[config.mk]
export PLATFORM = sky130hd
export DESIGN_NAME = acp_ctrl
export DESIGN_NICKNAME = d
export VERILOG_FILES = /design/src/acp_pkg.sv /design/src/acp_ctrl.sv /design/src/acp_sync.sv
export SDC_FILE = /design/constraint.sdc
export NUM_CORES = 1
export LEC_CHECK = 0
export ABC_AREA = 1
export ABC_CLOCK_PERIOD_IN_PS = 4740
export BUFFER_PORTS_ARGS = -buffer_cell sky130_fd_sc_hd__buf_2
export CAP_MARGIN = 40
export CORE_ASPECT_RATIO = 1.25
export CORE_UTILIZATION = 49
export DETAILED_ROUTE_END_ITERATION = 12
export PLACE_DENSITY_LB_ADDON = 0.08
export SETUP_SLACK_MARGIN = 0.4
export SLEW_MARGIN = 20
export SYNTH_ARGS = -nofsm -noshare
export SYNTH_HDL_FRONTEND = slang
export SYNTH_SLANG_ARGS = --single-unit
[constraint.sdc]
create_clock -name ref_clk -period 4.74 [get_ports ref_clk]
set_clock_uncertainty 0.05 [all_clocks]
set_input_delay 0.237 -clock ref_clk [delete_from_list [all_inputs] [get_ports ref_clk]]
set_output_delay 0.237 -clock ref_clk [all_outputs]
set_load 0.1 [all_outputs]
[src/acp_pkg.sv]
package acp_pkg;

    localparam int          ADDR_W        = 3;
    localparam int          NUM_REGS      = 8;
    localparam int          BYTE_BITS     = 8;
    localparam logic [2:0]  BIT_LAST      = 3'h7;
    localparam logic [2:0]  BIT_FIRST     = 3'h0;

    // Register indices reached through the communications address bits
    localparam logic [2:0]  ADDR_PORT     = 3'h1;
    localparam logic [2:0]  ADDR_MODE     = 3'h2;

    // Values after reset
    localparam logic [7:0]  PORT_RST      = 8'h30;
    localparam logic [7:0]  MODE_RST      = 8'h00;
    localparam logic [7:0]  GEN_RST       = 8'h00;

    // Field positions in the communications byte
    localparam int          COMM_RW_POS   = 6;

    typedef struct packed {
        logic [1:0] rsv_hi;
        logic       port_one_direction_bit;
        logic       port_zero_direction_bit;
        logic       sync_en;
        logic       rsv_lo;
        logic       p1_val;
        logic       p0_val;
    } acp_port_t;

    typedef struct packed {
        logic [3:0] rsv_hi;
        logic       clk_dis;
        logic [2:0] rsv_lo;
    } acp_mode_t;

    typedef enum logic [1:0] {
        ST_COMM = 2'b00,
        ST_DATA = 2'b01
    } acp_state_t;

endpackage

[src/acp_ctrl.sv]
`timescale 1ns/1ps
module acp_ctrl (
    input  wire logic ref_clk,                        // 50 MHz system clock
    input  wire logic nrst,                           // Device reset pin, active low
    input  wire logic sclk,                           // Serial clock from host
    input  wire logic cs_n,                           // Chip select, active low
    input  wire logic din,                            // Serial data in
    output logic      dout,                           // Serial data out
    output logic      dout_oe_n,                      // Data out enable, low drives
    input  wire logic master_clock_input,             // External master clock
    output logic      master_clock_output,            // Inverted clock or low
    output logic      analog_common_or_port_zero_out, // Port zero driven level
    output logic      analog_common_or_port_zero_oe_n,// Low while driving port zero
    output logic      analog_common_select,           // Pin serves as analog common
    input  wire logic sync_or_port_one_in,            // Port one pin level
    output logic      sync_or_port_one_out,           // Port one driven level
    output logic      sync_or_port_one_oe_n,          // Low while driving port one
    output logic      modulator_sync                  // Pulse restarting modulator and filter
);

    logic                   sclk_s;
    logic                   cs_n_s;
    logic                   din_s;
    logic                   p1_s;
    logic                   sclk_d_reg;
    logic                   sclk_rise;
    logic                   sclk_fall;
    logic                   p1_d_reg;
    acp_pkg::acp_state_t    state_reg,  state_next;
    logic [2:0]             cnt_reg,    cnt_next;
    logic [7:0]             shin_reg,   shin_next;
    logic [7:0]             shout_reg,  shout_next;
    logic                   dout_reg,   dout_next;
    logic                   rd_reg,     rd_next;
    logic [2:0]             addr_reg,   addr_next;
    logic                   sync_reg,   sync_next;
    logic [7:0]             regs_reg  [acp_pkg::NUM_REGS];
    logic [7:0]             regs_next [acp_pkg::NUM_REGS];
    logic [7:0]             byte_in;
    logic [7:0]             rd_val;
    logic                   byte_done;
    acp_pkg::acp_port_t     port_r;
    acp_pkg::acp_mode_t     mode_r;

    acp_sync #(
        .WIDTH (4)
    ) u_sync (
        .ref_clk  (ref_clk),
        .nrst     (nrst),
        .async_in ({sclk, cs_n, din, sync_or_port_one_in}),
        .sync_out ({sclk_s, cs_n_s, din_s, p1_s})
    );

    assign port_r    = acp_pkg::acp_port_t'(regs_reg[acp_pkg::ADDR_PORT]);
    assign mode_r    = acp_pkg::acp_mode_t'(regs_reg[acp_pkg::ADDR_MODE]);
    // Host clock edges seen from the synchronised copy only
    assign sclk_rise = sclk_s & ~sclk_d_reg;
    assign sclk_fall = ~sclk_s & sclk_d_reg;
    assign byte_in   = {shin_reg[6:0], din_s};
    assign byte_done = sclk_rise && !cs_n_s && (cnt_reg == acp_pkg::BIT_LAST);

    // Clock buffer is pure logic on the pin, untouched by reset
    assign master_clock_output = mode_r.clk_dis ? 1'b0 : ~master_clock_input;

    assign analog_common_or_port_zero_out  = port_r.p0_val;
    assign analog_common_or_port_zero_oe_n = port_r.port_zero_direction_bit;
    assign analog_common_select            = port_r.port_zero_direction_bit;
    assign sync_or_port_one_out            = port_r.p1_val;
    assign sync_or_port_one_oe_n           = port_r.port_one_direction_bit;

    assign dout      = dout_reg;
    assign dout_oe_n = !(state_reg == acp_pkg::ST_DATA && rd_reg && !cs_n_s);
    assign modulator_sync = sync_reg;

    // Port register reads back the port one pin itself while it is an input
    always_comb begin
        rd_val = regs_reg[addr_next];
        if (addr_next == acp_pkg::ADDR_PORT && port_r.port_one_direction_bit) begin
            rd_val[1] = p1_s;
        end
    end

    always_comb begin
        state_next = state_reg;
        cnt_next   = cnt_reg;
        shin_next  = shin_reg;
        shout_next = shout_reg;
        dout_next  = dout_reg;
        rd_next    = rd_reg;
        addr_next  = addr_reg;
        for (int i = 0; i < acp_pkg::NUM_REGS; i++) begin
            regs_next[i] = regs_reg[i];
        end
        if (cs_n_s) begin
            // Deselect drops any partial byte
            cnt_next = acp_pkg::BIT_FIRST;
        end else if (sclk_rise) begin
            shin_next = byte_in;
            cnt_next  = cnt_reg + 3'h1;
            if (byte_done) begin
                unique case (state_reg)
                    acp_pkg::ST_COMM: begin
                        rd_next    = byte_in[acp_pkg::COMM_RW_POS];
                        addr_next  = byte_in[acp_pkg::ADDR_W-1:0];
                        state_next = acp_pkg::ST_DATA;
                    end
                    acp_pkg::ST_DATA: begin
                        if (!rd_reg) begin
                            regs_next[addr_reg] = byte_in;
                        end
                        state_next = acp_pkg::ST_COMM;
                    end
                endcase
            end
        end else if (sclk_fall && state_reg == acp_pkg::ST_DATA && rd_reg) begin
            dout_next  = shout_reg[7];
            shout_next = {shout_reg[6:0], 1'b0};
        end
        // Read data loads as the command byte completes
        if (byte_done && state_reg == acp_pkg::ST_COMM) begin
            shout_next = rd_val;
        end
    end

    always_comb begin
        sync_next = 1'b0;
        if (port_r.sync_en && port_r.port_one_direction_bit && p1_d_reg && !p1_s) begin
            sync_next = 1'b1;
        end
    end

    always_ff @(posedge ref_clk or negedge nrst) begin
        if (!nrst) begin
            state_reg  <= acp_pkg::ST_COMM;
            cnt_reg    <= acp_pkg::BIT_FIRST;
            shin_reg   <= acp_pkg::GEN_RST;
            shout_reg  <= acp_pkg::GEN_RST;
            dout_reg   <= 1'b0;
            rd_reg     <= 1'b0;
            addr_reg   <= '0;
            sclk_d_reg <= 1'b1;
            p1_d_reg   <= 1'b1;
            sync_reg   <= 1'b0;
            for (int i = 0; i < acp_pkg::NUM_REGS; i++) begin
                regs_reg[i] <= acp_pkg::GEN_RST;
            end
            regs_reg[acp_pkg::ADDR_PORT] <= acp_pkg::PORT_RST;
            regs_reg[acp_pkg::ADDR_MODE] <= acp_pkg::MODE_RST;
        end else begin
            state_reg  <= state_next;
            cnt_reg    <= cnt_next;
            shin_reg   <= shin_next;
            shout_reg  <= shout_next;
            dout_reg   <= dout_next;
            rd_reg     <= rd_next;
            addr_reg   <= addr_next;
            sclk_d_reg <= sclk_s;
            p1_d_reg   <= p1_s;
            sync_reg   <= sync_next;
            for (int i = 0; i < acp_pkg::NUM_REGS; i++) begin
                regs_reg[i] <= regs_next[i];
            end
        end
    end
endmodule

[src/acp_sync.sv]
`timescale 1ns/1ps
module acp_sync #(
    parameter int WIDTH = 4
) (
    input  wire logic             ref_clk,  // System clock
    input  wire logic             nrst,     // Async reset, active low
    input  wire logic [WIDTH-1:0] async_in, // Pins from outside the domain
    output logic      [WIDTH-1:0] sync_out  // Two-flop synchronised copy
);

    logic [WIDTH-1:0] meta_reg;
    logic [WIDTH-1:0] sync_reg;

    initial begin
        if (WIDTH < 1) begin
            $error("acp_sync width must be positive");
        end
    end

    always_ff @(posedge ref_clk or negedge nrst) begin
        if (!nrst) begin
            meta_reg <= '1;
            sync_reg <= '1;
        end else begin
            meta_reg <= async_in;
            sync_reg <= meta_reg;
        end
    end

    assign sync_out = sync_reg;

endmodule

==> After elaboration in Yosys (flattened, before gate mapping) <==
Cells that the tools add are included.
{ "word_totals": {"in_bits": 7, "word_cells": 83, "register_bits": 100, "output_inout_bits": 9} }
{ "classes": {"add_sub_neg": 1, "eq_ne": 5, "muxes": 20, "reduce_logical": 24, "bitwise": 10, "n_lt_le_gt_ge": 3} }
{ "ops": {"columns": ["op", "n"], "rows": [
  ["64-bit bitwise mux", 1],
  ["8-bit 2-to-1 mux", 7],
  ["8-bit binary-select mux with 3-bit select", 1],
  ["8-bit demux with 3-bit select", 1],
  ["3-bit 2-to-1 mux", 6],
  ["1-bit logical AND", 12],
  ["3-bit AND reduction", 3],
  ["4-bit >= comparator, second input constant", 2],
  ["3-bit inverter with 4-bit output", 2],
  ["1-bit inverter", 6],
  ["5-bit AND reduction", 1],
  ["4-bit by 1-bit < comparator with 1-bit output, second input constant", 1],
  ["2-bit case mux with 2 select lines", 1],
  ["4-bit AND reduction", 1],
  ["2-bit nonzero test", 2],
  ["3-bit by 1-bit adder with 3-bit output, second input constant", 1],
  ["3-bit by 1-bit == test with 1-bit output, second input constant", 1],
  ["3-bit == test, second input constant", 1],
  ["1-bit zero test", 3],
  ["1-bit 2-to-1 mux", 3],
  ["1-bit bitwise AND", 2],
  ["2-bit by 1-bit == test with 1-bit output, second input constant", 1],
  ["2-bit zero test", 1],
  ["2-bit by 1-bit inequality test with 1-bit output, second input constant", 1],
  ["other kinds (2)", 2]
]} }

==> Longest topological paths before layout <==
Gate-level depths: netlist of the first run.
{ "logic_depth": {"depth_word": 13, "mapped_depth": 13} }

==> Hierarchy <==
Synthesis of the first run repeated with hierarchy kept, for this count alone.
{ "hier_totals": {"hier_cells": 518, "hier_area_um2": 4516.8} }
{ "modules_own_cells": {"columns": ["module", "cells_per_inst", "area_per_inst_um2", "seq_area_each_um2", "n_inst"], "rows": [
  ["acp_ctrl", 510, 4306.6, 2282.2, 1],
  ["acp_sync", 8, 210.2, 210.2, 1]
]} }

==> Worst setup path before layout of the first run <==
Ideal clock, no wire load.
{ "synth_timing": {"path_type": "reg-to-reg", "startpoint": "register state_reg[0]", "endpoint": "register dout_reg, in the netlist dout", "arrival_time_ns": 2.279, "path_stages_with_launch": 6, "setup_slack_ns": 2.286, "n_path_buf": 2, "synth_period_minus_slack_ns": 2.454, "cell_sequence": "dfrtp_1 > buf_2 > nand3_1 > or3_1 > clkbuf_1 > mux2_2"} }
{ "synth_between": {"elab_chain_len": 4} }
{ "synth_lines": {"columns": ["item", "line_no", "source"], "rows": [
  ["from (decl)", "acp_ctrl.sv:29", "acp_pkg::acp_state_t state_reg, state_next;"],
  ["from (signal assigned)", "acp_ctrl.sv:134", "state_reg <= acp_pkg::ST_COMM;"],
  ["from (signal assigned)", "acp_ctrl.sv:150", "state_reg <= state_next;"],
  ["2-bit by 1-bit == test with 1-bit output", "acp_ctrl.sv:115", "end else if (sclk_fall && state_reg == acp_pkg::ST_DATA && rd_reg) begin"],
  ["1-bit logical AND (2 in series)", "acp_ctrl.sv:115", null],
  ["3-bit AND reduction (no line)", null, null],
  ["to (signal assigned)", "acp_ctrl.sv:154", "dout_reg <= dout_next;"],
  ["to (decl)", "acp_ctrl.sv:33", "logic dout_reg, dout_next;"]
]} }
No other way between the ends.
A chain may end at the register's enable or synchronous reset.

==> Worst setup path in the final report of the first run <==
{ "layout_timing": {"startpoint": "register cnt_reg[0]", "endpoint": "register shout_reg[0]"} }
{ "layout_between": {"elab_chain_len": 10, "word_cells_on_any_way": 15, "cone_classes": "eq/ne: 3; mux: 7; bitwise: 1; reduce/logical: 4"} }
{ "layout_lines": {"columns": ["item", "line_no", "source"], "rows": [
  ["from (decl)", "acp_ctrl.sv:30", "logic [2:0] cnt_reg, cnt_next;"],
  ["from (signal assigned)", "acp_ctrl.sv:135", "cnt_reg <= acp_pkg::BIT_FIRST;"],
  ["from (signal assigned)", "acp_ctrl.sv:151", "cnt_reg <= cnt_next;"],
  ["3-bit == test", "acp_ctrl.sv:60", "assign byte_done = sclk_rise && !cs_n_s && (cnt_reg == acp_pkg::BIT_LAST);"],
  ["1-bit logical AND", "acp_ctrl.sv:60", null],
  ["3-bit 2-to-1 mux", "acp_ctrl.sv:100", "if (byte_done) begin"],
  ["3-bit 2-to-1 mux", "acp_ctrl.sv:97", "end else if (sclk_rise) begin"],
  ["3-bit 2-to-1 mux", "acp_ctrl.sv:94", "if (cs_n_s) begin"],
  ["via addr_next[0]", "acp_ctrl.sv:35", "logic [2:0] addr_reg, addr_next;"],
  ["3-bit inverter with 4-bit output (implied by the code)", "acp_ctrl.sv:77", "rd_val = regs_reg[addr_next];"],
  ["8-bit binary-select mux with 3-bit select", "acp_ctrl.sv:77", null],
  ["8-bit 2-to-1 mux (implied by the code) (2 in series)", "acp_ctrl.sv:77", null],
  ["8-bit 2-to-1 mux", "acp_ctrl.sv:120", "if (byte_done && state_reg == acp_pkg::ST_COMM) begin"],
  ["to (signal assigned)", "acp_ctrl.sv:137", "shout_reg <= acp_pkg::GEN_RST;"],
  ["to (signal assigned)", "acp_ctrl.sv:153", "shout_reg <= shout_next;"],
  ["to (decl)", "acp_ctrl.sv:32", "logic [7:0] shout_reg, shout_next;"]
]} }
The timed path passes the listed nets, and every way through them passes these cells. The select of a mux whose other input is x is not followed.

==> results of run 1 <==
[layer usage]
layer,vias to the layer above,wire [um],track usage (%)
li1,1696,-,-
met1,1656,4852,34.32
met2,82,4947,38.43
met3,13,641,5.375
met4,0,262,10.89
met5,-,0,0
[Yosys cell counts, drive strengths merged]
cell type and instances:
nand2 143, dfrtp 87, o21ai 82, nand3 68
inv 43, nand3b 23, buf 22, nor2 17
dfstp 12, a21oi 8, clkbuf 4, ha 2
and3 1, mux2 1, nand4 1, nor3 1
or3 1
[per-stage QoR]
stage	instance area, um^2	cells	worst slack (ns)	hold slack [ns]
after floorplan	4512	516	2.286	-0.1086
after global placement	4594	626	1.954	0.2143
after detailed placement	4594	626	1.870	0.2255
after CTS	4861	647	1.839	0.3108
after global routing	4861	647	1.513	0.3159
final	4861	647	1.820	0.3097
[worst paths after layout]
path                       cells after the start                 end          startpoint  slack (ns)
min                                            0  u_sync.sync_out[0]  u_sync.meta_reg[0]        0.31
max in group asynchronous                      3         regs_reg[3]                nrst        3.17
min in group asynchronous                      2          cnt_reg[0]                nrst        0.36
max reg2reg                                   12        shout_reg[0]          cnt_reg[0]        1.82
max                                           12        shout_reg[0]          cnt_reg[0]        1.82
min reg2reg                                    0  u_sync.sync_out[0]  u_sync.meta_reg[0]        0.31
[critical path, stage by stage (launching register included)]
cell	delay (ns)
dfrtp_1	0.41
ha_1	0.20
ha_1	0.23
nand4_2	0.20
nand2_2	0.38
nand2_2	0.61
inv_1	0.20
nand2_1	0.10
nand2_1	0.06
o21ai_1	0.12
nand3_1	0.09
nand2_1	0.09
nand2_1	0.04
[cell families (layout without fill, tap and decap cells)]
family | count (synthesis) | count (layout) | synth area share (%)
AOI/OAI and AO/OA | 90 | 90 | 9.983
adders and majority gates | 2 | 2 | 0.5545
buffers and inverters | 69 | 80 | 6.961
DFF | 99 | 99 | 55.24
muxes | 1 | 1 | 0.2496
and+or+nand+nor | 255 | 255 | 27.01
[where the power goes]
part           switching, mW  total [mW]  internal [mW]  leakage [nW]
combinational         0.0745      0.0900         0.0155         0.797
clock                  0.299       0.597          0.298         0.103
sequential            0.0120       0.878          0.866          1.34
[cell type report]
type	instances	area share [%]
sequential	99	51.27
multi-input combinational	348	35.08
inverter	43	3.320
tap	120	3.089
timing repair buffer	21	2.780
clock buffer	10	2.625
clock inverter	6	1.828
==> impl_metrics.env, run 1 <==
export IMPL_status="finished clean"
export IMPL_drt_pass1_iter_count=4
export IMPL_largest_reg_flops=48
export IMPL_grt_overflow=0
export IMPL_fin_nets=531
export IMPL_drtIter0Drc=286
export IMPL_yosys_area_top_type_share_pct=48.25
export IMPL_grtUsageTotal_pct=25.12
export IMPL_end_kind="flop"
export IMPL_viasPerCell=5.328
export IMPL_worst_pin_slew_ns=0.6866
export IMPL_rsz0062_at_grt="no"
export IMPL_ys_ff_latch=99
export IMPL_startpoint_type="flop"
export IMPL_h_tree_depth=3
export IMPL_power_mw=1.565
export IMPL_clk_latency_ns=0.37
export IMPL_syn_inst=516
export IMPL_min_period_ns=2.920
export IMPL_clk_path_buf_depth=2
export IMPL_final_common_cell="nand2_1"
export IMPL_ys_types=25
export IMPL_drt_wirelength_per_cell_um=16.54
export IMPL_antenna_left=0
export IMPL_grt_pass1_wl_mm=17.79
export IMPL_start_util_pct=51.29
export IMPL_dp_hpwl_mm=6.925
export IMPL_synth_top_cell_by_area="dfrtp_1"
export IMPL_slew_limit_headroom_pct=54.22
export IMPL_powerDensity_mw_per_mm2=322.0
export IMPL_placement_io_buffers=15
export IMPL_syn_nets=525
export IMPL_clock_root_buffer="clkbuf_8"
export IMPL_required_ns=4.96
export IMPL_power_leakage_nw=2.236
export IMPL_critical_path_class="reg2reg"
export IMPL_drv_cap=0
export IMPL_fin_util_pct=55.26
export IMPL_hold_violations=0
export IMPL_synthesis_area_mm2=0.004512
export IMPL_tns_ns=0
export IMPL_diodes=0
export IMPL_arrival_ns=3.14
export IMPL_areaGrowthSynthToFinish_pct=7.737
export IMPL_vias=3447
export IMPL_synth_area_leaders="dfrtp_1 48%, nand2_1 11%, dfstp_2 7.0%"
export IMPL_period_share_pct=61.60
export IMPL_layout_common_cells="135 x nand2_1, 87 x dfrtp_1, 63 x nand3_1, 44 x o21ai_1"
export IMPL_drc_errors=0
export IMPL_ff_latch_area_mm2=0.002492
export IMPL_die_w_um=87.83
export IMPL_peakVddDrop_v=0.0001816
export IMPL_io_pins=16
export IMPL_drive_gt1_share_pct=12.90
export IMPL_cts_tree="done"
export IMPL_fillers=837
export IMPL_cp_max_fo=33
export IMPL_cts_resized_gates=0
export IMPL_grt_antenna_before_repair=0
export IMPL_ys_seq_area_share_pct=55.24
export IMPL_syn_avg_cell_area_um2=8.744
export IMPL_dieArea_mm2=0.009598
export IMPL_clock_sinks=99
export IMPL_core_area_mm2=0.008796
export IMPL_fmax_mhz=342.5
export IMPL_min_path_type="reg2reg"
export IMPL_cts_made_buffers=9
export IMPL_ys_warn_count=0
export IMPL_setup_viol=0
export IMPL_cts_setup_buffers=0
export IMPL_grt_pass1_vias=3400
export IMPL_multiInputGateArea_mm2=0.001705
export IMPL_fp_dieH_um=109.3
export IMPL_report_final_slew_viol_count=0
export IMPL_grt_start_max_net_pins=56
export IMPL_ctsHoldBuffers=5
export IMPL_wl_mm=10.70
export IMPL_clk_pin_slew_ns=0.09
export IMPL_rows=38
export IMPL_gp_congestion=0.8565
Power figures use the tool's default switching activity.
==> run 2, diff against run 1 <==
- ABC_CLOCK_PERIOD_IN_PS: 4740 -> 2900
- clock period: 4.74 -> 2.9 ns (I/O delays scaled with it)
==> impl_metrics.env, run 2 (synthesis results as in run 1) <==
export IMPL_drtIter0Drc=271
export IMPL_cp_cell_sequence="ha_1 -> ha_1 -> nand4_2 -> nand2_2 -> nand2_2 -> buf_6 -> nand2_1 -> nand3_1 -> nand3_1 -> nand3_1 -> a21oi_1"
export IMPL_clock_sinks=99
export IMPL_end_kind="flop"
export IMPL_critical_path_class="reg2reg"
export IMPL_drc_errors=0
export IMPL_layout_common_cells="135 x nand2_1, 87 x dfrtp_1, 63 x nand3_1, 44 x o21ai_1"
export IMPL_use_met1_pct=34.81
export IMPL_clock_root_buffer="clkbuf_8"
export IMPL_cts_setup_buffers=0
export IMPL_diodes=0
export IMPL_rows=38
export IMPL_die_w_um=87.83
export IMPL_drv_cap=0
export IMPL_start_util_pct=51.29
export IMPL_top_usage_layer="met2"
export IMPL_path_buf_inv=1
export IMPL_core_area_mm2=0.008796
export IMPL_drt_pass1_iter_count=5
export IMPL_r2r_end="shout_reg[4]"
export IMPL_final_common_cell="nand2_1"
export IMPL_fin_nets=537
export IMPL_fp_dieH_um=109.3
export IMPL_worst_pin_slew_ns=0.5366
export IMPL_use_met3_pct=3.104
export IMPL_grtUsageMet2_pct=40.14
export IMPL_slew_limit_headroom_pct=64.13
export IMPL_grt_pass1_wl_mm=17.90
export IMPL_grtUsageTotal_pct=25.49
export IMPL_vias=3492
export IMPL_design_area_mm2=0.004923
export IMPL_report_final_slew_viol_count=0
export IMPL_r2r_start="cnt_reg[0]"
export IMPL_setup_viol=0
export IMPL_h_tree_depth=3
export IMPL_cp_top_family="simple AND/OR/NAND/NOR gates"
export IMPL_fmax_mhz=442.5
export IMPL_largest_reg_flops=48
export IMPL_dpl_cell_area_mm2=0.004659
export IMPL_tns_ns=0
export IMPL_fillers=815
export IMPL_arrival_ns=2.48
export IMPL_drt_wirelength_per_cell_um=16.53
export IMPL_dieArea_mm2=0.009598
export IMPL_power_mw=2.512
export IMPL_powerDensity_mw_per_mm2=510.3
export IMPL_startpoint_type="flop"
export IMPL_grt_antenna_before_repair=0
export IMPL_placement_io_buffers=15
export IMPL_dp_hpwl_mm=7.052
export IMPL_min_period_ns=2.260
export IMPL_grt_start_max_net_pins=57
export IMPL_antenna_left=0
export IMPL_viasPerCell=5.348
export IMPL_status="finished clean"
export IMPL_cts_tree="done"
export IMPL_cts_made_buffers=9
export IMPL_crit_top_cell="nand3_1"
export IMPL_slowest_delay_ns=0.40
export IMPL_rsz0062_at_grt="no"
export IMPL_period_share_pct=77.93
export IMPL_reg2reg_depth=11
export IMPL_clk_pin_slew_ns=0.10
export IMPL_io_pins=16
export IMPL_clk_latency_ns=0.38
export IMPL_grt_pass1_vias=3397
export IMPL_gp_congestion=0.8705
export IMPL_wl_mm=10.80
export IMPL_peakVddDrop_v=0.0003100
export IMPL_min_path_type="in2async"
export IMPL_required_ns=3.12
export IMPL_cp_max_fo=22
export IMPL_grt_overflow=0
export IMPL_drive_gt1_share_pct=14.07
export IMPL_clk_path_buf_depth=2
export IMPL_areaGrowthSynthToFinish_pct=9.124
export IMPL_r2r_setup_slack_ns=0.64
export IMPL_power_leakage_nw=2.270
export IMPL_hold_violations=0
export IMPL_slowest_stage="dfrtp_1"
==> run 2: cell count changes in the layout (fill, tap and decap cells not counted), sizes merged <==
cell    before  now
inv         44   45
clkinv       1    2
clkbuf      10    9
buf         16   22
bufinv       2    1
==> run 2: through the flow <==
step / setup slack [ns] / util, % / std cells / hold WS [ns]
floorplan: 0.4456 / - / 516 / -0.2006
global placement: 0.6375 / 52.66 / 631 / 0.1997
detailed placement: 0.5482 / 52.97 / 632 / 0.06137
CTS: 0.5446 / 55.82 / 653 / 0.2019
global route: 0.4053 / 55.97 / 653 / 0.2448
finish: 0.6400 / 55.97 / 653 / 0.2018
==> run 2: worst max path at each step <==
| stage | start | end | slack, ns | cells past startpoint |
|---|---|---|---|---|
| floorplan | state_reg[0] | dout | 0.45 | 5 |
| global route | cnt_reg[0] | shout_reg[4] | 0.41 | 10 |
| CTS | cnt_reg[0] | shout_reg[4] | 0.54 | 10 |
| finish | cnt_reg[0] | shout_reg[4] | 0.64 | 11 |
| global placement | cnt_reg[0] | shout_reg[0] | 0.64 | 11 |
| detailed placement | cnt_reg[0] | shout_reg[4] | 0.55 | 10 |
==> run 2: metal layers <==
layer | wire, um | up-vias
li1 | - | 1712
met1 | 5038 | 1675
met2 | 5056 | 87
met3 | 409 | 18
met4 | 290 | 0
met5 | 0 | -
==> run 2: area by class of cell <==
class                      count  area (um^2)  area share [%]
sequential                    99         2492           50.62
multi-input combinational    348         1710           34.74
inverter                      43        166.4           3.380
clock buffer                   9        123.9           2.516
tap                          120        150.1           3.050
clock inverter                 7        76.32           1.550
timing repair buffer          27        203.9           4.142
==> run 2: timing repair <==
action,in CTS,in global routing
endpoints found under the setup margin,0,6
hold buffers,5,0
hold endpoints to repair,33,0
gates resized for setup,0,5
==> run 2: power breakdown <==
group | internal, mW | switching [mW]
clock | 0.405 | 0.512
sequential | 1.41 | 0.0192
combinational | 0.0301 | 0.131
total | 1.85 | 0.663
==> run 3, diff against run 2 <==
- ABC_AREA: 1 -> 0
- ABC_CLOCK_PERIOD_IN_PS: 2900 -> 2150
- clock period: 2.9 -> 2.15 ns (I/O delays scaled with it)
==> impl_metrics.env, run 3 <==
export IMPL_status="finished with violations"
export IMPL_violations="negative setup slack"
export IMPL_layout_common_cells="87 x dfrtp_1, 49 x mux2_4, 36 x buf_4, 20 x mux2_2, 16 x nand2_1"
export IMPL_fin_util_pct=65.53
export IMPL_largest_reg_flops=48
export IMPL_diodes=0
export IMPL_grt_pass1_vias=3187
export IMPL_design_area_mm2=0.005764
export IMPL_final_common_cell="dfrtp_1"
export IMPL_placedCellCount=508
export IMPL_fp_dieH_um=109.0
export IMPL_end_kind="flop"
export IMPL_crit_top_cell="buf_6"
export IMPL_power_mw=3.709
export IMPL_gp_congestion=0.9396
export IMPL_fin_nets=426
export IMPL_grt_antenna_before_repair=0
export IMPL_clk_path_buf_depth=2
export IMPL_h_tree_depth=3
export IMPL_drv_cap=0
export IMPL_cp_cell_sequence="ha_2 -> ha_4 -> nand4bb_4 -> buf_6 -> buf_4 -> buf_6 -> nor4_2 -> buf_4 -> nand3b_1 -> buf_6 -> mux2_2"
export IMPL_start_util_pct=51.00
export IMPL_placement_io_buffers=15
export IMPL_clk_latency_ns=0.38
export IMPL_cp_max_fo=7
export IMPL_dieArea_mm2=0.009543
export IMPL_synth_edf_count=0
export IMPL_die_w_um=87.58
export IMPL_period_share_pct=107.5
export IMPL_io_pins=16
export IMPL_setup_viol=70
export IMPL_slew_limit_headroom_pct=50.30
export IMPL_synth_top_cell_by_area="dfrtp_1"
export IMPL_startpoint_type="flop"
export IMPL_slowest_stage="dfrtp_1"
export IMPL_ys_ff_latch=99
export IMPL_power_leakage_nw=2.703
export IMPL_min_path_type="in2async"
export IMPL_async_flop_share_pct=100.0
export IMPL_worst_pin_slew_ns=0.7428
export IMPL_fmax_mhz=432.6
export IMPL_hold_violations=0
export IMPL_ys_seq_area_share_pct=55.56
export IMPL_min_period_ns=2.312
export IMPL_synth_area_leaders="dfrtp_1 49%, mux2_2 17%, dfstp_2 7.0%"
export IMPL_grt_pass1_wl_mm=17.55
export IMPL_rsz0062_at_grt="yes"
export IMPL_viasPerCell=5.727
export IMPL_reg2reg_depth=11
export IMPL_report_final_slew_viol_count=0
export IMPL_drt_wirelength_per_cell_um=19.77
export IMPL_yosysMostFrequentCell="dfrtp_1"
export IMPL_cts_made_buffers=9
export IMPL_dpl_cell_area_mm2=0.005136
export IMPL_ys_types=45
export IMPL_arrival_ns=2.53
export IMPL_ys_warn_count=0
export IMPL_synth_ff_type="dfrtp_1"
export IMPL_grt_overflow=0
export IMPL_clock_sinks=99
export IMPL_areaGrowthSynthToFinish_pct=28.51
export IMPL_final_cells=542
export IMPL_peakVddDrop_v=0.0005168
export IMPL_yosys_area_top_type_share_pct=48.54
export IMPL_slowest_delay_ns=0.37
export IMPL_grt_start_max_net_pins=41
export IMPL_antenna_left=0
export IMPL_drive_gt1_share_pct=45.73
export IMPL_drt_pass1_iter_count=4
export IMPL_wl_mm=10.72
export IMPL_postLayoutSetupSlackWorst_ns=-0.1619
export IMPL_powerDensity_mw_per_mm2=643.5
export IMPL_synth_commonest_cells="87 x dfrtp_1, 69 x mux2_2, 18 x nand2_1"
export IMPL_core_area_mm2=0.008796
export IMPL_syn_nets=364
export IMPL_grtUsageTotal_pct=25.41
export IMPL_cts_tree="done"
export IMPL_drc_errors=0
export IMPL_vias=3104
export IMPL_syn_inst=355
export IMPL_dp_hpwl_mm=7.259
export IMPL_critical_path_class="reg2reg"
export IMPL_required_ns=2.37
export IMPL_clk_pin_slew_ns=0.10
export IMPL_synthesis_area_mm2=0.004486
export IMPL_clock_root_buffer="clkbuf_8"
export IMPL_rows=38
export IMPL_drtIter0Drc=303
export IMPL_syn_avg_cell_area_um2=12.64
run 3: changes by cell type in the layout (fill, tap and decap cells not counted), moves of 19 or more:
cell / before / now
o21ai_1: 44 / 7
inv_1: 38 / 3
nand2_1: 135 / 16
nand3_1: 63 / 3
o21ai_0: 38 / 8
mux2_4: 0 / 49
buf_4: 6 / 36
mux2_2: 1 / 20
nand3b_1: 23 / 3
run 3: repair_timing:
action	CTS	global route
cloned	1	0
endpoints found under the setup margin	74	76
hold buffers	5	0
buffers inserted	5	7
endpoints found under the hold margin	40	0
gates resized for setup	46	14
pin swaps	22	10
run 3: kinds of logic (layout without fill, tap and decap cells):
logic type,Yosys count,after routing,share of synthesized area (%)
buffers and inverters,26,92,2.371
DFF,99,99,55.56
xor gates and xnor gates,1,1,0.1953
and+or+nand+nor,75,76,10.04
muxes,79,79,19.83
AOI/OAI and AO/OA,73,73,11.44
adders and majority gates,2,2,0.5578
run 3: final cells by class:
type | instances | area (um^2)
multi-input combinational | 231 | 2226
clock buffer | 10 | 137.6
clock inverter | 6 | 96.34
fill | 657 | 3032
timing repair buffer | 73 | 650.6
sequential | 99 | 2492
inverter | 3 | 11.26
tap | 120 | 150.1
run 3: power breakdown:
group          internal (mW)  switching [mW]  leakage (nW)  total [mW]
sequential              1.92           0.178          1.33        2.10
combinational          0.108           0.128          1.26       0.235
clock                  0.701           0.670         0.115        1.37
run 3: final timing paths:
kind | start | endpoint | slack [ns]
max | cnt_reg[1] | regs_reg[37] | -0.16
min | nrst | regs_reg[56] | 0.18
max reg2reg | cnt_reg[1] | regs_reg[37] | -0.16
min reg2reg | u_sync.meta_reg[3] | u_sync.sync_out[3] | 0.31
max in group asynchronous | nrst | shin_reg[3] | 1.16
min in group ref_clk | u_sync.meta_reg[3] | u_sync.sync_out[3] | 0.31
run 3: worst max-delay path: cells and delay by family, from the launching register on:
family,cells,cell delay (ns)
fa+ha+maj,2,0.34
buf+inv,5,0.78
flops,1,0.37
mux,1,0.26
simple gates,3,0.40
run 3: per-layer routing:
layer	vias up	global-route usage (%)	routed length (um)
li1	1442	-	-
met1	1550	35.48	4958
met2	82	37.78	4920
met3	30	3.255	375
met4	0	15.11	464
met5	-	0	0
run 3: metrics by stage:
stage / hold WS (ns) / setup TNS, ns / setup slack, ns
finish: 0.1827 / -6.176 / -0.1619
global placement: 0.04370 / -2.105 / -0.2087
CTS: 0.1733 / -3.129 / -0.1413
detailed placement: 0.05367 / -3.936 / -0.3981
floorplan: -0.2381 / -8.113 / -0.4508
global route: 0.2384 / -11.86 / -0.2470
